==> src/hw/rfcmd_defs.vh <==
// Command codes, field positions and limits of the radio command interpreter
`ifndef RFCMD_DEFS_VH
`define RFCMD_DEFS_VH

// ----------------------------------------------------------------------------
// Radio control register location of the command select bit
// ----------------------------------------------------------------------------
`define RFCMD_RADIO_CONTROL_ADDR 8'hE8
`define RFCMD_RADIO_CONTROL_CSN_BIT 1

// ----------------------------------------------------------------------------
// Command words
// ----------------------------------------------------------------------------
`define RFCMD_RD_REG_PFX 3'h0
`define RFCMD_WR_REG_PFX 3'h1
`define RFCMD_RD_RX_PL 8'h61
`define RFCMD_WR_TX_PL 8'hA0
`define RFCMD_FLUSH_TX 8'hE1
`define RFCMD_FLUSH_RX 8'hE2
`define RFCMD_REPEAT_LAST 8'hE3
`define RFCMD_RD_HEAD_WIDTH 8'h60
`define RFCMD_WR_ACK_PFX 5'h15
`define RFCMD_WR_UNACKED 8'hB0
`define RFCMD_IDLE 8'hFF

// ----------------------------------------------------------------------------
// Limits and commit kinds
// ----------------------------------------------------------------------------
`define RFCMD_REG_MAX_BYTES 6'h05
`define RFCMD_PL_MAX_BYTES 6'h20
`define RFCMD_ACK_MAX_PENDING 2'h3
`define RFCMD_ACK_PIPE_MAX 3'h5
`define RFCMD_KIND_NORMAL 2'h0
`define RFCMD_KIND_UNACKED 2'h1
`define RFCMD_KIND_ACK 2'h2

`endif

==> src/hw/rfcmd_core.v <==
// Command interpreter of the radio transceiver serial command port
// Summary of operation
// RULE1: Controller drops command select to 0 before the first byte of each command.
// RULE2: Controller sends commands by writing bytes into the SPI master data port.
// RULE3: Status byte shifts out while the command byte shifts in.
// RULE4: Each command opens with one command byte, most significant bit first.
// RULE5: Data bytes go least significant byte first, each byte MSB first.
// RULE6: 000A AAAA reads register reg_index, returning 1 to 5 bytes.
// RULE7: 001A AAAA writes 1 to 5 bytes, only in power-down or standby.
// RULE8: 0110 0001 reads 1 to 32 received bytes from 0, then drops payload.
// RULE9: 1010 0000 takes 1 to 32 transmit payload bytes starting at byte 0.
// RULE10: 1110 0001 empties the transmit FIFO, no data bytes.
// RULE11: 1110 0010 empties the receive FIFO, no data bytes.
// RULE12: Controller avoids receive flush while an acknowledge is being sent.
// RULE13: 1110 0011 repeats last payload until payload write or transmit flush.
// RULE14: Controller must not toggle payload repeat during a transmission.
// RULE15: 0110 0000 returns one byte, width of head received payload.
// RULE16: 1010 1PPP takes 1 to 32 acknowledge payload bytes for pipe_index.
// RULE17: Pipe 000 to 101, three acknowledge payloads pending at most, FIFO order.
// RULE18: 1011 0000 takes a payload sent without automatic acknowledge once.
// RULE19: 1111 1111 does nothing except return the status byte.
// RULE20: Command select is bit 1 of radio_control_reg at 0xE8, active low.
// RULE21: Controller raises command select again after the last data byte.
`include "rfcmd_defs.vh"

module rfcmd_core (
  input wire clk_i,
  input wire resetn_i,
  input wire sck_i,
  input wire mosi_i,
  input wire radio_control_csn_n_i,
  output wire miso_o,
  input wire [7:0] status_i,
  input wire standby_i,
  input wire tx_full_i,
  input wire [7:0] reg_rd_data_i,
  input wire [7:0] rx_rd_data_i,
  input wire [5:0] rx_head_width_i,
  input wire ack_sent_i,
  output reg [4:0] reg_index_o,
  output reg [2:0] reg_byte_o,
  output reg reg_wr_o,
  output reg [7:0] reg_wr_data_o,
  output reg [4:0] rx_rd_index_o,
  output reg rx_pop_o,
  output reg rx_flush_o,
  output reg tx_wr_o,
  output reg [4:0] tx_wr_index_o,
  output reg [7:0] tx_wr_data_o,
  output reg tx_commit_o,
  output reg [1:0] tx_commit_kind_o,
  output reg [2:0] tx_commit_pipe_o,
  output reg [5:0] tx_commit_len_o,
  output reg tx_flush_o,
  output reg tx_reuse_o,
  output reg [1:0] ack_pending_o
);

  // --------------------------------------------------------------------------
  // Command classes (one-hot) and states
  // --------------------------------------------------------------------------
  localparam C_RREG = 0;
  localparam C_WREG = 1;
  localparam C_RXPL = 2;
  localparam C_TXPL = 3;
  localparam C_FTX = 4;
  localparam C_FRX = 5;
  localparam C_REUSE = 6;
  localparam C_WID = 7;
  localparam C_ACK = 8;
  localparam C_NOACK = 9;
  localparam C_IDLE = 10;
  localparam [2:0] S_IDLE = 3'b001;
  localparam [2:0] S_CMD = 3'b010;
  localparam [2:0] S_DATA = 3'b100;

  // Unknown words decode to nothing and act like the idle command
  function [10:0] decode;
    input [7:0] b;
    begin
      decode = 11'h000;
      if (b[7:5] == `RFCMD_RD_REG_PFX)
        decode[C_RREG] = 1'b1; // RULE6
      else if (b[7:5] == `RFCMD_WR_REG_PFX)
        decode[C_WREG] = 1'b1; // RULE7
      else if (b[7:3] == `RFCMD_WR_ACK_PFX)
        decode[C_ACK] = 1'b1; // RULE16
      else
      begin
        case (b)
          `RFCMD_RD_RX_PL: decode[C_RXPL] = 1'b1; // RULE8
          `RFCMD_WR_TX_PL: decode[C_TXPL] = 1'b1; // RULE9
          `RFCMD_FLUSH_TX: decode[C_FTX] = 1'b1; // RULE10
          `RFCMD_FLUSH_RX: decode[C_FRX] = 1'b1; // RULE11
          `RFCMD_REPEAT_LAST: decode[C_REUSE] = 1'b1; // RULE13
          `RFCMD_RD_HEAD_WIDTH: decode[C_WID] = 1'b1; // RULE15
          `RFCMD_WR_UNACKED: decode[C_NOACK] = 1'b1; // RULE18
          `RFCMD_IDLE: decode[C_IDLE] = 1'b1; // RULE19
          default: decode = 11'h000;
        endcase
      end
    end
  endfunction

  reg [2:0] state_reg;
  reg [10:0] cmd_reg;
  reg [2:0] pipe_reg;
  reg [5:0] idx_reg;
  reg accept_reg;
  reg [7:0] out_byte_reg;
  reg [7:0] out_byte_next;
  reg [10:0] dec;
  wire frame_start;
  wire frame_end;
  wire byte_valid;
  wire [7:0] rx_byte;
  wire [1:0] ack_total;

  // --------------------------------------------------------------------------
  // Serial byte shifter
  // --------------------------------------------------------------------------
  rfcmd_shifter u_shifter (
    .clk_i(clk_i),
    .resetn_i(resetn_i),
    .sck_i(sck_i),
    .mosi_i(mosi_i),
    .csn_n_i(radio_control_csn_n_i), // RULE20
    .status_i(status_i),
    .tx_byte_i(out_byte_reg),
    .frame_start_o(frame_start),
    .frame_end_o(frame_end),
    .byte_valid_o(byte_valid),
    .rx_byte_o(rx_byte),
    .miso_o(miso_o)
  );

  // --------------------------------------------------------------------------
  // Next byte to return; read addresses follow the data byte index
  // --------------------------------------------------------------------------
  always @*
  begin
    dec = decode(rx_byte);
    out_byte_next = 8'h00;
    if (state_reg == S_DATA)
    begin
      if (cmd_reg[C_RREG] && idx_reg < `RFCMD_REG_MAX_BYTES)
        out_byte_next = reg_rd_data_i; // RULE6
      else if (cmd_reg[C_RXPL] && idx_reg < `RFCMD_PL_MAX_BYTES)
        out_byte_next = rx_rd_data_i; // RULE8
      else if (cmd_reg[C_WID] && idx_reg == 6'h00)
        out_byte_next = {2'h0, rx_head_width_i}; // RULE15
    end
  end

  // Registered so the shifter sees a stable byte at the next falling edge
  always @(posedge clk_i)
  begin
    if (!resetn_i)
    begin
      out_byte_reg <= 8'h00;
      reg_byte_o <= 3'h0;
      rx_rd_index_o <= 5'h00;
    end
    else
    begin
      out_byte_reg <= out_byte_next;
      reg_byte_o <= idx_reg[2:0]; // RULE5
      rx_rd_index_o <= idx_reg[4:0];
    end
  end

  // Pending acknowledge payloads; a send and a commit in one cycle cancel
  assign ack_total = ack_pending_o + {1'b0, tx_commit_o && tx_commit_kind_o == `RFCMD_KIND_ACK};

  // --------------------------------------------------------------------------
  // Command sequencing
  // --------------------------------------------------------------------------
  always @(posedge clk_i)
  begin
    if (!resetn_i)
    begin
      state_reg <= S_IDLE;
      cmd_reg <= 11'h000;
      pipe_reg <= 3'h0;
      idx_reg <= 6'h00;
      accept_reg <= 1'b0;
      reg_index_o <= 5'h00;
      reg_wr_o <= 1'b0;
      reg_wr_data_o <= 8'h00;
      rx_pop_o <= 1'b0;
      rx_flush_o <= 1'b0;
      tx_wr_o <= 1'b0;
      tx_wr_index_o <= 5'h00;
      tx_wr_data_o <= 8'h00;
      tx_commit_o <= 1'b0;
      tx_commit_kind_o <= `RFCMD_KIND_NORMAL;
      tx_commit_pipe_o <= 3'h0;
      tx_commit_len_o <= 6'h00;
      tx_flush_o <= 1'b0;
      tx_reuse_o <= 1'b0;
      ack_pending_o <= 2'h0;
    end
    else
    begin
      reg_wr_o <= 1'b0;
      rx_pop_o <= 1'b0;
      rx_flush_o <= 1'b0;
      tx_wr_o <= 1'b0;
      tx_commit_o <= 1'b0;
      tx_flush_o <= 1'b0;
      ack_pending_o <= (ack_sent_i && ack_total != 2'h0) ? ack_total - 2'h1 : ack_total; // RULE17
      case (state_reg)
        S_IDLE:
        begin
          if (frame_start)
            state_reg <= S_CMD; // RULE1
        end
        S_CMD:
        begin
          if (frame_end)
            state_reg <= S_IDLE;
          else if (byte_valid)
          begin
            // Command byte taken; single-byte commands act at once
            state_reg <= S_DATA; // RULE4
            cmd_reg <= dec;
            pipe_reg <= rx_byte[2:0];
            reg_index_o <= rx_byte[4:0];
            idx_reg <= 6'h00;
            accept_reg <= (dec[C_WREG] & standby_i) // RULE7
              | ((dec[C_TXPL] | dec[C_NOACK]) & ~tx_full_i)
              | (dec[C_ACK] & ~tx_full_i & (rx_byte[2:0] <= `RFCMD_ACK_PIPE_MAX) // RULE17
                 & (ack_pending_o < `RFCMD_ACK_MAX_PENDING));
            if (dec[C_FTX])
              tx_flush_o <= 1'b1; // RULE10
            if (dec[C_FRX])
              rx_flush_o <= 1'b1; // RULE11
            if (dec[C_REUSE])
              tx_reuse_o <= 1'b1; // RULE13
            else if (dec[C_FTX] | dec[C_TXPL])
              tx_reuse_o <= 1'b0; // RULE13
          end
        end
        S_DATA:
        begin
          if (frame_end)
          begin
            state_reg <= S_IDLE;
            // Reading any byte of the head payload removes it
            if (cmd_reg[C_RXPL] && idx_reg != 6'h00)
              rx_pop_o <= 1'b1; // RULE8
            if ((cmd_reg[C_TXPL] | cmd_reg[C_NOACK] | cmd_reg[C_ACK]) && accept_reg && idx_reg != 6'h00)
            begin
              tx_commit_o <= 1'b1; // RULE9
              tx_commit_len_o <= idx_reg;
              tx_commit_pipe_o <= pipe_reg; // RULE16
              tx_commit_kind_o <= cmd_reg[C_ACK] ? `RFCMD_KIND_ACK
                : (cmd_reg[C_NOACK] ? `RFCMD_KIND_UNACKED : `RFCMD_KIND_NORMAL); // RULE18
            end
          end
          else if (byte_valid)
          begin
            // Bytes past the documented maximum are dropped
            if (idx_reg != `RFCMD_PL_MAX_BYTES)
              idx_reg <= idx_reg + 6'h01;
            if (cmd_reg[C_WREG] && accept_reg && idx_reg < `RFCMD_REG_MAX_BYTES)
            begin
              reg_wr_o <= 1'b1; // RULE7
              reg_wr_data_o <= rx_byte;
            end
            if ((cmd_reg[C_TXPL] | cmd_reg[C_NOACK] | cmd_reg[C_ACK]) && accept_reg
                && idx_reg < `RFCMD_PL_MAX_BYTES)
            begin
              tx_wr_o <= 1'b1; // RULE9
              tx_wr_index_o <= idx_reg[4:0];
              tx_wr_data_o <= rx_byte;
            end
          end
        end
        default: state_reg <= S_IDLE;
      endcase
    end
  end

endmodule // rfcmd_core

==> src/hw/rfcmd_shifter.v <==
// Serial byte shifter of the radio command port, sampled in the system clock
module rfcmd_shifter (
  input wire clk_i,
  input wire resetn_i,
  input wire sck_i,
  input wire mosi_i,
  input wire csn_n_i,
  input wire [7:0] status_i,
  input wire [7:0] tx_byte_i,
  output reg frame_start_o,
  output reg frame_end_o,
  output reg byte_valid_o,
  output reg [7:0] rx_byte_o,
  output wire miso_o
);

  // --------------------------------------------------------------------------
  // Input synchronisers
  // --------------------------------------------------------------------------
  reg [2:0] meta_reg;
  reg [2:0] sync_reg;
  reg sck_d_reg;
  reg csn_d_reg;
  reg [7:0] in_shift_reg;
  reg [7:0] out_shift_reg;
  reg [2:0] bit_cnt_reg;
  wire sck_s;
  wire mosi_s;
  wire csn_s;
  wire sck_rise;
  wire sck_fall;

  assign sck_s = sync_reg[2];
  assign mosi_s = sync_reg[1];
  assign csn_s = sync_reg[0];
  assign sck_rise = sck_s & ~sck_d_reg & ~csn_s;
  assign sck_fall = ~sck_s & sck_d_reg & ~csn_s;
  assign miso_o = out_shift_reg[7]; // RULE4

  // Two stages; only the second stage feeds edge detection
  always @(posedge clk_i)
  begin
    if (!resetn_i)
    begin
      meta_reg <= 3'h1;
      sync_reg <= 3'h1;
    end
    else
    begin
      meta_reg <= {sck_i, mosi_i, csn_n_i};
      sync_reg <= meta_reg;
    end
  end

  // --------------------------------------------------------------------------
  // Shifting, mode 0: sample on rising, change on falling edge
  // --------------------------------------------------------------------------
  always @(posedge clk_i)
  begin
    if (!resetn_i)
    begin
      sck_d_reg <= 1'b0;
      csn_d_reg <= 1'b1;
      in_shift_reg <= 8'h00;
      out_shift_reg <= 8'h00;
      bit_cnt_reg <= 3'h0;
      frame_start_o <= 1'b0;
      frame_end_o <= 1'b0;
      byte_valid_o <= 1'b0;
      rx_byte_o <= 8'h00;
    end
    else
    begin
      sck_d_reg <= sck_s;
      csn_d_reg <= csn_s;
      frame_start_o <= csn_d_reg & ~csn_s; // RULE1
      frame_end_o <= ~csn_d_reg & csn_s; // RULE21
      byte_valid_o <= 1'b0;
      if (csn_d_reg & ~csn_s)
      begin
        // Status goes out under the command byte
        out_shift_reg <= status_i; // RULE3
        bit_cnt_reg <= 3'h0;
      end
      else if (csn_s)
        bit_cnt_reg <= 3'h0; // Partial byte dropped at frame end
      else if (sck_rise)
      begin
        in_shift_reg <= {in_shift_reg[6:0], mosi_s}; // RULE4
        bit_cnt_reg <= bit_cnt_reg + 3'h1;
        if (bit_cnt_reg == 3'h7)
        begin
          byte_valid_o <= 1'b1;
          rx_byte_o <= {in_shift_reg[6:0], mosi_s};
        end
      end
      else if (sck_fall)
      begin
        // Next byte loaded at the first falling edge after a whole byte
        if (bit_cnt_reg == 3'h0)
          out_shift_reg <= tx_byte_i; // RULE5
        else
          out_shift_reg <= {out_shift_reg[6:0], 1'b0};
      end
    end
  end

endmodule // rfcmd_shifter

==> config.mk <==
export PLATFORM = sky130hd
export DESIGN_NAME = rfcmd_core
export DESIGN_NICKNAME = d
export VERILOG_FILES = /design/src/hw/rfcmd_core.v /design/src/hw/rfcmd_shifter.v
export VERILOG_INCLUDE_DIRS = /design/src /design/src/hw
export SDC_FILE = /design/constraint.sdc
export NUM_CORES = 1
export LEC_CHECK = 0
export ABC_AREA = 1
export BUFFER_PORTS_ARGS = -buffer_cell sky130_fd_sc_hd__buf_2
export CORE_UTILIZATION = 30
export CTS_CLUSTER_DIAMETER = 80
export CTS_CLUSTER_SIZE = 20
export DETAILED_ROUTE_END_ITERATION = 10
export PLACE_DENSITY = 0.52
export SETUP_SLACK_MARGIN = 0.15
export SLEW_MARGIN = 20
export SYNTH_ARGS = -nofsm -noshare
export SYNTH_HDL_FRONTEND = slang
export SYNTH_HIERARCHICAL = 1
export SYNTH_SLANG_ARGS = --single-unit
==> constraint.sdc <==
create_clock -name clk_i -period 3.6 [get_ports clk_i]
set_input_delay 0.54 -clock clk_i [delete_from_list [all_inputs] [get_ports clk_i]]
set_output_delay 0.54 -clock clk_i [all_outputs]
set_load 0.1 [all_outputs]
=== Word level (Yosys, flattened, before mapping) ===
Index checks and enable logic that the tools add are counted.

* Flip-flop bits (word level): 122
* Bits of input ports: 38
* Logic and storage cells: 177

* Add/sub/neg operators: 4
* $lt $le $gt $ge: 4
* Equal/unequal tests: 25
* Muxes and demuxes: 46
* Bitwise operators: 29
* Reductions and logical operators: 35

{| class="wikitable"
|+ Operator list
! operator !! count
|-
| $mux 8 || 9
|-
| $eq 8x8->1 const B || 5
|-
| $mux 6 || 6
|-
| $mux 1 || 22
|-
| $reduce_and 3->1 || 6
|-
| $eq 8x7->1 const B || 2
|-
| $reduce_and 4->1 || 4
|-
| $mux 3 || 4
|-
| $not 1->1 || 12
|-
| $pmux 6 s2 || 1
|-
| $reduce_or 4->1 || 3
|-
| $and 1x1->1 || 11
|-
| $logic_and 1x1->1 || 11
|-
| $ne 2x1->1 const B || 5
|-
| $mux 9 || 1
|-
| $pmux 3 s3 || 1
|-
| $ne 2x2->1 const B || 4
|-
| $reduce_bool 2->1 || 4
|-
| $add 6x1->6 const B || 1
|-
| $eq 3x1->1 const B || 2
|-
| $eq 3x3->1 const B || 2
|-
| $logic_not 3->1 || 2
|-
| $logic_not 6->1 || 1
|-
| $lt 6x3->1 const B || 1
|-
| other kinds (17) || 23
|}

=== Depth between registers and ports, before layout ===
Gate-level depths: netlist (run 1).

* Depth in word-level cells: 9
* Gate-level depth with buffers: 10
* Gate-level depth less buffers: 9

=== Hierarchy ===
The synthesis (run 1) kept the hierarchy.

{| class="wikitable"
|+ By module, submodules not included
! module !! instances !! cells an instance !! area an instance (sq um) !! seq. area each (sq um)
|-
| rfcmd_core || 1 || 438 || 3,263.1 || 1,521.5
|-
| rfcmd_shifter || 1 || 234 || 1,635.3 || 740.7
|}

=== Worst setup path after synthesis (run 1) ===
OpenSTA, ideal clock, no wires.

* Path type: reg2reg
* Start: reg tx_commit_kind_o[0]
* End: reg ack_pending_o[0]
* Setup time: 0.119 ns
* Arrival: 2.002 ns
* Data required time: 3.481 ns
* Setup slack: 1.479 ns
* Cell stages (with the launch flop): 9
* Buffers on the path: 0
* Period minus slack after synthesis: 2.121 ns
* Path through: dfxtp_1 -> nor2_1 -> ha_1 -> xnor2_1 -> ha_1 -> nor2_1 -> inv_1 -> o21ai_0 -> a21oi_1

* Cells in the longest elaborated chain, start to end: 6
* Elaborated cells between the ends (all ways): 7
* Those cells by class: add/sub (2); eq/ne (1); mux (1); reduce/logical (3)

{| class="wikitable"
|+ Ends and longest elaborated chain
! what !! RTL line !! text
|-
| start, declared || rfcmd_core.v:51 || <nowiki>output reg [1:0] tx_commit_kind_o,</nowiki>
|-
| start signal, assigned || rfcmd_core.v:196 || <nowiki>tx_commit_kind_o <= `RFCMD_KIND_NORMAL;</nowiki>
|-
| start signal, assigned || rfcmd_core.v:257 || <nowiki>tx_commit_kind_o <= cmd_reg[C_ACK] ? `RFCMD_KIND_ACK</nowiki>
|-
| $eq 2x2->1 (no source line) (*) || -- ||
|-
| $logic_and 1x1->1 (no source line) (*) || -- ||
|-
| $add 2x1->2 (*) || rfcmd_core.v:173 || <nowiki>assign ack_total = ack_pending_o + {1'b0, tx_commit_o && tx_commit_kind_o == `RFCMD_KIND_ACK};</nowiki>
|-
| branches (longest 2 deep; another with $sub 2x1->2) || -- ||
|-
| $mux 2 (*) || rfcmd_core.v:211 || <nowiki>ack_pending_o <= (ack_sent_i && ack_total != 2'h0) ? ack_total - 2'h1 : ack_total;</nowiki>
|-
| end signal, assigned || rfcmd_core.v:211 ||
|-
| end, declared || rfcmd_core.v:56 || <nowiki>output reg [1:0] ack_pending_o</nowiki>
|}

Mark *: on every way between the ends.
A chain may end at the register's enable or synchronous reset.

=== Worst setup path after layout (run 1) ===
* Start: in resetn_i
* End: reg out_byte_reg[2]

* Cells in the longest elaborated chain, start to end: 1

{| class="wikitable"
|+ Ends and longest elaborated chain
! what !! RTL line !! text
|-
| start, declared || rfcmd_core.v:28 || <nowiki>input wire resetn_i,</nowiki>
|-
| $reduce_and 2->1 (no source line) || -- ||
|-
| end signal, assigned || rfcmd_core.v:166 || <nowiki>out_byte_reg <= out_byte_next;</nowiki>
|-
| end, declared || rfcmd_core.v:110 || <nowiki>reg [7:0] out_byte_reg;</nowiki>
|}

No other way between the ends.

==> results.sh, run 1 <==
export IMPL_status="complete, no violations"
export IMPL_fmax_mhz=498
export IMPL_htreeDepth=4
export IMPL_first_pass_iters=5
export IMPL_final_cell_mix="nand2_1 (121), dfxtp_1 (113), nor2_1 (93), buf_2 (92), inv_1 (78)"
export IMPL_hp_start="sck_i"
export IMPL_final_area_mm2=0.00610
export IMPL_min_period_ns=2.01
export IMPL_holdBufCountCts=0
export IMPL_antennaDiodeCount=0
export IMPL_hold_depth=3
export IMPL_ant_nets=0
export IMPL_intPower_mw=2.48
export IMPL_cts_tree="yes"
export IMPL_post_cts_buffers=0
export IMPL_dp_cells=952
export IMPL_multi_input_area_mm2=0.00215
export IMPL_min_path_type="primary input to flip-flop"
export IMPL_synth_fp_nets=718
export IMPL_die_w_um=130
export IMPL_avgSynthCellArea_um2=7.29
export IMPL_synth_area_mm2=0.00490
export IMPL_vdd_ir_drop_max_mv=0.333
export IMPL_synth_cell_type_count=32
export IMPL_start_util_pct=30.8
export IMPL_p_switching_mw=0.655
export IMPL_grt_pass1_vias=4023
export IMPL_final_layout_size_suffix_gt1_share_pct=19.8
export IMPL_required_ns=3.94
export IMPL_cap_violations=0
export IMPL_cp_data_arrival_time_ns=2.34
export IMPL_r2r_end="tx_commit_len_o[1]"
export IMPL_placed_area_mm2=0.00548
export IMPL_final_cells=984
export IMPL_pwr_share_clk_pct=55.9
export IMPL_grt_max_degree=38
export IMPL_finalWirelength_mm=12.1
export IMPL_setup_viol=0
export IMPL_cts_resized=0
export IMPL_mostFrequentLayoutCell="nand2_1"
export IMPL_area_growth_pct=24.5
export IMPL_utilization_pct=38.4
export IMPL_cp_start_kind="primary input"
export IMPL_critPathMaxFanout=37
export IMPL_hold_end="u_shifter/meta_reg[2]"
export IMPL_path_clk_slew_ns=0.05
export IMPL_synth_seq_area_share_pct=46.2
export IMPL_setup_tns_ns=0
export IMPL_power_total_mw=3.14
export IMPL_crit_type="primary input to flip-flop"
export IMPL_dieArea_mm2=0.0168
export IMPL_rrSetupSlack_ns=1.67
export IMPL_maxSlewHeadroom_pct=51.2
export IMPL_core_area_mm2=0.0159
export IMPL_ys_ff_latch=113
export IMPL_post_route_period_util_pct=55.8
export IMPL_hold_violations=0
export IMPL_whs_ns=0.313
export IMPL_clock_latency_ns=0.41
export IMPL_rsz0062_at_grt="false"
export IMPL_maxSlewViolCount=0
export IMPL_regArea_mm2=0.00226
export IMPL_overflow=0
export IMPL_timing_rr_start="idx_reg[0]"
export IMPL_grt_pass1_wl_mm=19.7
export IMPL_combPwrFrac_pct=3.7
export IMPL_end_kind="flip-flop"
export IMPL_grt_usage_pct=15.1
export IMPL_setup_slack_ns=1.59
export IMPL_clockBufferDepth=2
export IMPL_hpwl_mm=8.40
export IMPL_skew_ns=0.00878
export IMPL_drc=0
export IMPL_cts_buffers=17
export IMPL_viasPerCell=4.50
export IMPL_wl_per_cell_um=12.3
export IMPL_gp_congestion=0.772
export IMPL_nFillCells=1734
export IMPL_seq_power_share_pct=40.5
export IMPL_rows=46
export IMPL_drt_iter0_drc=282
export IMPL_switching_share_pct=20.9
export IMPL_antenna_found_initial=0
export IMPL_ys_warn_count=6
export IMPL_synth_cells=672
export IMPL_dr_total_vias=4424
export IMPL_p_leak_nw=2.82
export IMPL_worst_slew_pin_slew_ns=0.730
export IMPL_powerDensity_mw_per_mm2=515
export IMPL_clock_sinks=113
export IMPL_reg2regPathDepth=8
export IMPL_numPortBuffers=92
export IMPL_pre_cts_ws_ns=1.18
export IMPL_die_h_um=130
export IMPL_finalNetCount=801
export IMPL_cts_root_buf="clkbuf_16"
export IMPL_io_pins=93
-- area by class of cell --
class                      instances  area share [%]
sequential                       113            37.1
multi-input combinational        443            35.3
timing repair buffer              93            7.67
clock buffer                      20            7.49
inverter                          87            5.35
tap                              216            4.43
clock inverter                    12            2.67
-- synthesized netlist by cell type (all sizes together) --
cell    number  area share [%]
dfxtp      113              46
a21oi       69             7.0
buf         18             2.3
clkinv       1           0.077
nand3       63             6.9
nor2       103             9.4
or2          2            0.26
ha           8             2.0
nand2      126              10
nand3b       4            0.61
nor4         1            0.13
o21ai       39             4.0
xnor2        1            0.18
nor3         6            0.61
inv         86             6.6
clkbuf      11            0.87
nand4       18             2.3
o32ai        2            0.36
a211oi       1            0.15
-- worst max-delay path by stage --
| stage | cells after the start | slack (ns) | start | endpoint |
|---|---|---|---|---|
| 2_1_floorplan | 8 | 1.48 | tx_commit_kind_o[0] | ack_pending_o[0] |
| 3_3_place_gp | 5 | 1.24 | resetn_i | out_byte_reg[7] |
| 3_5_place_dp | 5 | 1.18 | resetn_i | out_byte_reg[2] |
| 4_1_cts | 5 | 1.61 | resetn_i | out_byte_reg[2] |
| 5_1_grt | 5 | 1.37 | resetn_i | out_byte_reg[2] |
| 6_report | 5 | 1.59 | resetn_i | out_byte_reg[2] |
-- power groups by stage --
stage / clock [mW] / combinational [mW] / sequential, mW
5_1_grt: 1.86 / 0.129 / 1.27
3_3_place_gp: 0 / 0.115 / 1.30
4_1_cts: 1.79 / 0.116 / 1.27
3_5_place_dp: 0 / 0.116 / 1.30
6_report: 1.75 / 0.115 / 1.27
2_1_floorplan: 0 / 0.0551 / 1.32
-- layer usage --
layer	wire length (µm)	vias up	GRT usage, %
met1	6050	1976	20.4
met2	5290	107	22.4
met3	612	11	4.63
li1	-	2330	-
met5	0	-	0
met4	105	0	5.47
-- kinds of logic (layout without fill, tap and decap cells) --
family	after synthesis	count (layout)	share of synthesized area [%]
adder cells (fa/ha/maj)	8	8	2.04
flip-flops	113	113	46.2
buffers and inverters	116	212	9.86
AO/OA/AOI/OAI	111	111	11.5
XOR/XNOR	1	1	0.179
AND/OR/NAND/NOR	323	323	30.2
-- critical path: stages --
cell,delay [ns]
buf_2,0.47
inv_2,0.44
nor2_1,0.56
o21ai_0,0.17
a21oi_1,0.15
(Power assumes the default switching activity.)
==> run 2, diff against run 1 <==
Settings changed: ABC_AREA 1 to 0, PLACE_DENSITY 0.52 to 0.53.
Clock period 3.6 ns to 1.9 ns, I/O delays scaled along.
==> run 2 against run 1 <==
Effect of this change: area after synthesis shrank 5.0%; utilization grew 1.8 points; register-to-register slack lost 1.5 ns; cell count shrank 17%; clock skew shrank 0.0023 ns; wire length shrank 6.1%; sequential share of layout area grew 0.33 points; clock power grew 93%; sequential power grew 89%; combinational power grew 81%; non-clock buffer count grew 21; largest power group unchanged.
==> results.sh, run 2 <==
export IMPL_die_h_um=127
export IMPL_grt_pass1_vias=3806
export IMPL_cp_start_kind="flip-flop"
export IMPL_core_area_mm2=0.0151
export IMPL_overflow=0
export IMPL_status="complete, no violations"
export IMPL_cap_violations=0
export IMPL_final_layout_size_suffix_gt1_share_pct=26.6
export IMPL_synth_top_area_share_pct=48.6
export IMPL_synth_cells=516
export IMPL_synth_most_common_cell="dfxtp_1"
export IMPL_final_area_mm2=0.00609
export IMPL_required_ns=2.21
export IMPL_skew_ns=0.00646
export IMPL_finalWirelength_mm=11.3
export IMPL_post_route_period_util_pct=89.6
export IMPL_final_cell_mix="dfxtp_1 (108), buf_2 (92), nand2_1 (87), nor2_1 (52), a21oi_1 (39)"
export IMPL_slowest_stage="or3b_1"
export IMPL_synth_area_mm2=0.00465
export IMPL_maxSlewHeadroom_pct=45.4
export IMPL_hpwl_mm=8.16
export IMPL_ys_warn_count=6
export IMPL_ys_ff_latch=113
export IMPL_grt_use_met3_pct=5.74
export IMPL_cts_buffers=17
export IMPL_dieArea_mm2=0.0160
export IMPL_met2_usage_pct=24.7
export IMPL_min_path_type="primary input to flip-flop"
export IMPL_numPortBuffers=92
export IMPL_synth_edf_count=0
export IMPL_startpoint="u_shifter/byte_valid_o"
export IMPL_synth_main_ff_cell="dfxtp_1"
export IMPL_cpPeakStageDelay_ns=0.44
export IMPL_synth_common_cells="dfxtp_1 (113), nand2_1 (87), nor2_1 (53)"
export IMPL_synth_fp_nets=562
export IMPL_rrSetupSlack_ns=0.20
export IMPL_start_util_pct=30.7
export IMPL_worst_slew_pin_slew_ns=0.812
export IMPL_antennaDiodeCount=0
export IMPL_vdd_ir_drop_max_mv=0.626
export IMPL_maxSlewViolCount=0
export IMPL_cts_tree="yes"
export IMPL_grt_pass1_wl_mm=18.4
export IMPL_timing_rr_start="u_shifter/byte_valid_o"
export IMPL_dp_cells=788
export IMPL_die_w_um=127
export IMPL_crit_chain="or3b_1 -> a311oi_4 -> a211oi_1 -> a31o_2"
export IMPL_post_cts_buffers=0
export IMPL_dr_total_vias=3887
export IMPL_drc=0
export IMPL_viasPerCell=4.74
export IMPL_area_growth_pct=30.8
export IMPL_finalNetCount=665
export IMPL_rsz0062_at_grt="true"
export IMPL_r2r_end="idx_reg[2]"
export IMPL_mostFrequentLayoutCell="dfxtp_1"
export IMPL_ant_nets=0
export IMPL_cts_root_buf="clkbuf_16"
export IMPL_critPathMaxFanout=6
export IMPL_min_period_ns=1.70
export IMPL_htreeDepth=4
export IMPL_setup_viol=0
export IMPL_globalRoute_busiestLayer="met2"
export IMPL_avgSynthCellArea_um2=9.02
export IMPL_grt_usage_pct=14.9
export IMPL_wl_per_cell_um=13.8
export IMPL_holdBufCountCts=0
export IMPL_grt_max_degree=29
export IMPL_antenna_found_initial=0
export IMPL_rows=45
export IMPL_placed_area_mm2=0.00542
export IMPL_gp_congestion=0.798
export IMPL_hold_violations=0
export IMPL_final_cells=820
export IMPL_ys_async_sr_fraction_pct=0
export IMPL_io_pins=93
export IMPL_path_clk_slew_ns=0.05
export IMPL_clock_sinks=113
export IMPL_crit_path_end="idx_reg[2]"
export IMPL_synth_seq_area_share_pct=48.6
export IMPL_clockBufferDepth=2
export IMPL_fmax_mhz=587
export IMPL_cp_data_arrival_time_ns=2.01
export IMPL_reg2regPathDepth=4
export IMPL_end_kind="flip-flop"
export IMPL_p_leak_nw=2.39
export IMPL_met1_usage_pct=17.5
export IMPL_synth_cell_type_count=54
export IMPL_drt_iter0_drc=203
export IMPL_first_pass_iters=4
export IMPL_cts_resized=2
export IMPL_synth_area_leader_cell="dfxtp_1"
export IMPL_crit_type="flip-flop to flip-flop"
export IMPL_clock_latency_ns=0.41
export IMPL_synthTopCellsByArea="dfxtp_1 (49%), nand2_1 (7.0%), mux2i_1 (6.2%)"
export IMPL_powerDensity_mw_per_mm2=982
[run 2: cell count changes in the layout (fill, tap and decap cells not counted), moves of 9 or more]
cell | before | now
a21oi_1 | 69 | 39
a221oi_1 | 0 | 9
and2_1 | 0 | 11
buf_4 | 1 | 19
inv_1 | 78 | 11
mux2i_1 | 0 | 29
nand2_1 | 121 | 87
nand3_1 | 60 | 20
nand4_1 | 18 | 3
nor2_1 | 93 | 52
o21ai_1 | 20 | 2
[run 2: worst min-delay path by stage]
stage                          start                     to  slack [ns]  cells after the start
6_report       radio_control_csn_n_i  u_shifter/meta_reg[0]        0.05                      2
5_1_grt        radio_control_csn_n_i  u_shifter/meta_reg[0]        0.06                      2
4_1_cts        radio_control_csn_n_i  u_shifter/meta_reg[0]        0.04                      2
3_5_place_dp   u_shifter/meta_reg[0]  u_shifter/sync_reg[0]        0.40                      1
3_3_place_gp   u_shifter/meta_reg[0]  u_shifter/sync_reg[0]        0.39                      1
2_1_floorplan               resetn_i  u_shifter/meta_reg[0]        0.36                      1
[run 2: power breakdown]
part | internal, mW | switching (mW) | leakage [nW]
Combinational | 0.0794 | 0.128 | 1.17
Clock | 2.31 | 1.06 | 0.305
Sequential | 2.39 | 0.0146 | 0.915
[run 2: metal layers]
| layer | vias up | part of all wire (%) | wire length, µm |
|---|---|---|---|
| met5 | - | 0 | 0 |
| met4 | 0 | 1.2 | 138 |
| met3 | 15 | 4.4 | 497 |
| met2 | 75 | 48 | 5410 |
| met1 | 1827 | 47 | 5290 |
| li1 | 1970 | - | - |
[run 2: cell families (layout without fill, tap and decap cells)]
group	Yosys count	in the layout	synth area share, %
buffers and inverters	42	158	4.57
adders and majority gates	8	8	2.15
AOI/OAI and AO/OA	87	87	11.8
xor gates and xnor gates	9	9	1.69
DFF	113	113	48.6
and+or+nand+nor	227	227	24.7
muxes	30	30	6.48
[run 2: cell type report]
class	count	area, µm²
fillers	1475	9060
flip-flops and latches	113	2280
multi-input cells	361	2240
repair buffers	114	663
clock buffers	21	440
well taps	188	235
clock inverters	11	186
inverters	12	45.0
[run 2: worst max-delay path: cells and delay by family (launching register included)]
family,cells,cell delay [ns]
compound gates,3,0.74
simple gates,1,0.44
flops,1,0.42
[run 2: through the flow]
step / power (mW) / worst slack (ns) / util [%] / hold slack, ns / setup TNS (ns)
after floorplan: 2.58 / 0.117 / - / 0.358 / 0
after global placement: 2.66 / 0.0670 / 35.8 / 0.394 / 0
after detailed placement: 2.66 / -0.00233 / 35.8 / 0.399 / -0.00303
after CTS: 6.05 / 0.140 / 40.0 / 0.0356 / 0
after global routing: 6.16 / 0.116 / 40.2 / 0.0552 / 0
final: 5.98 / 0.197 / 40.2 / 0.0469 / 0
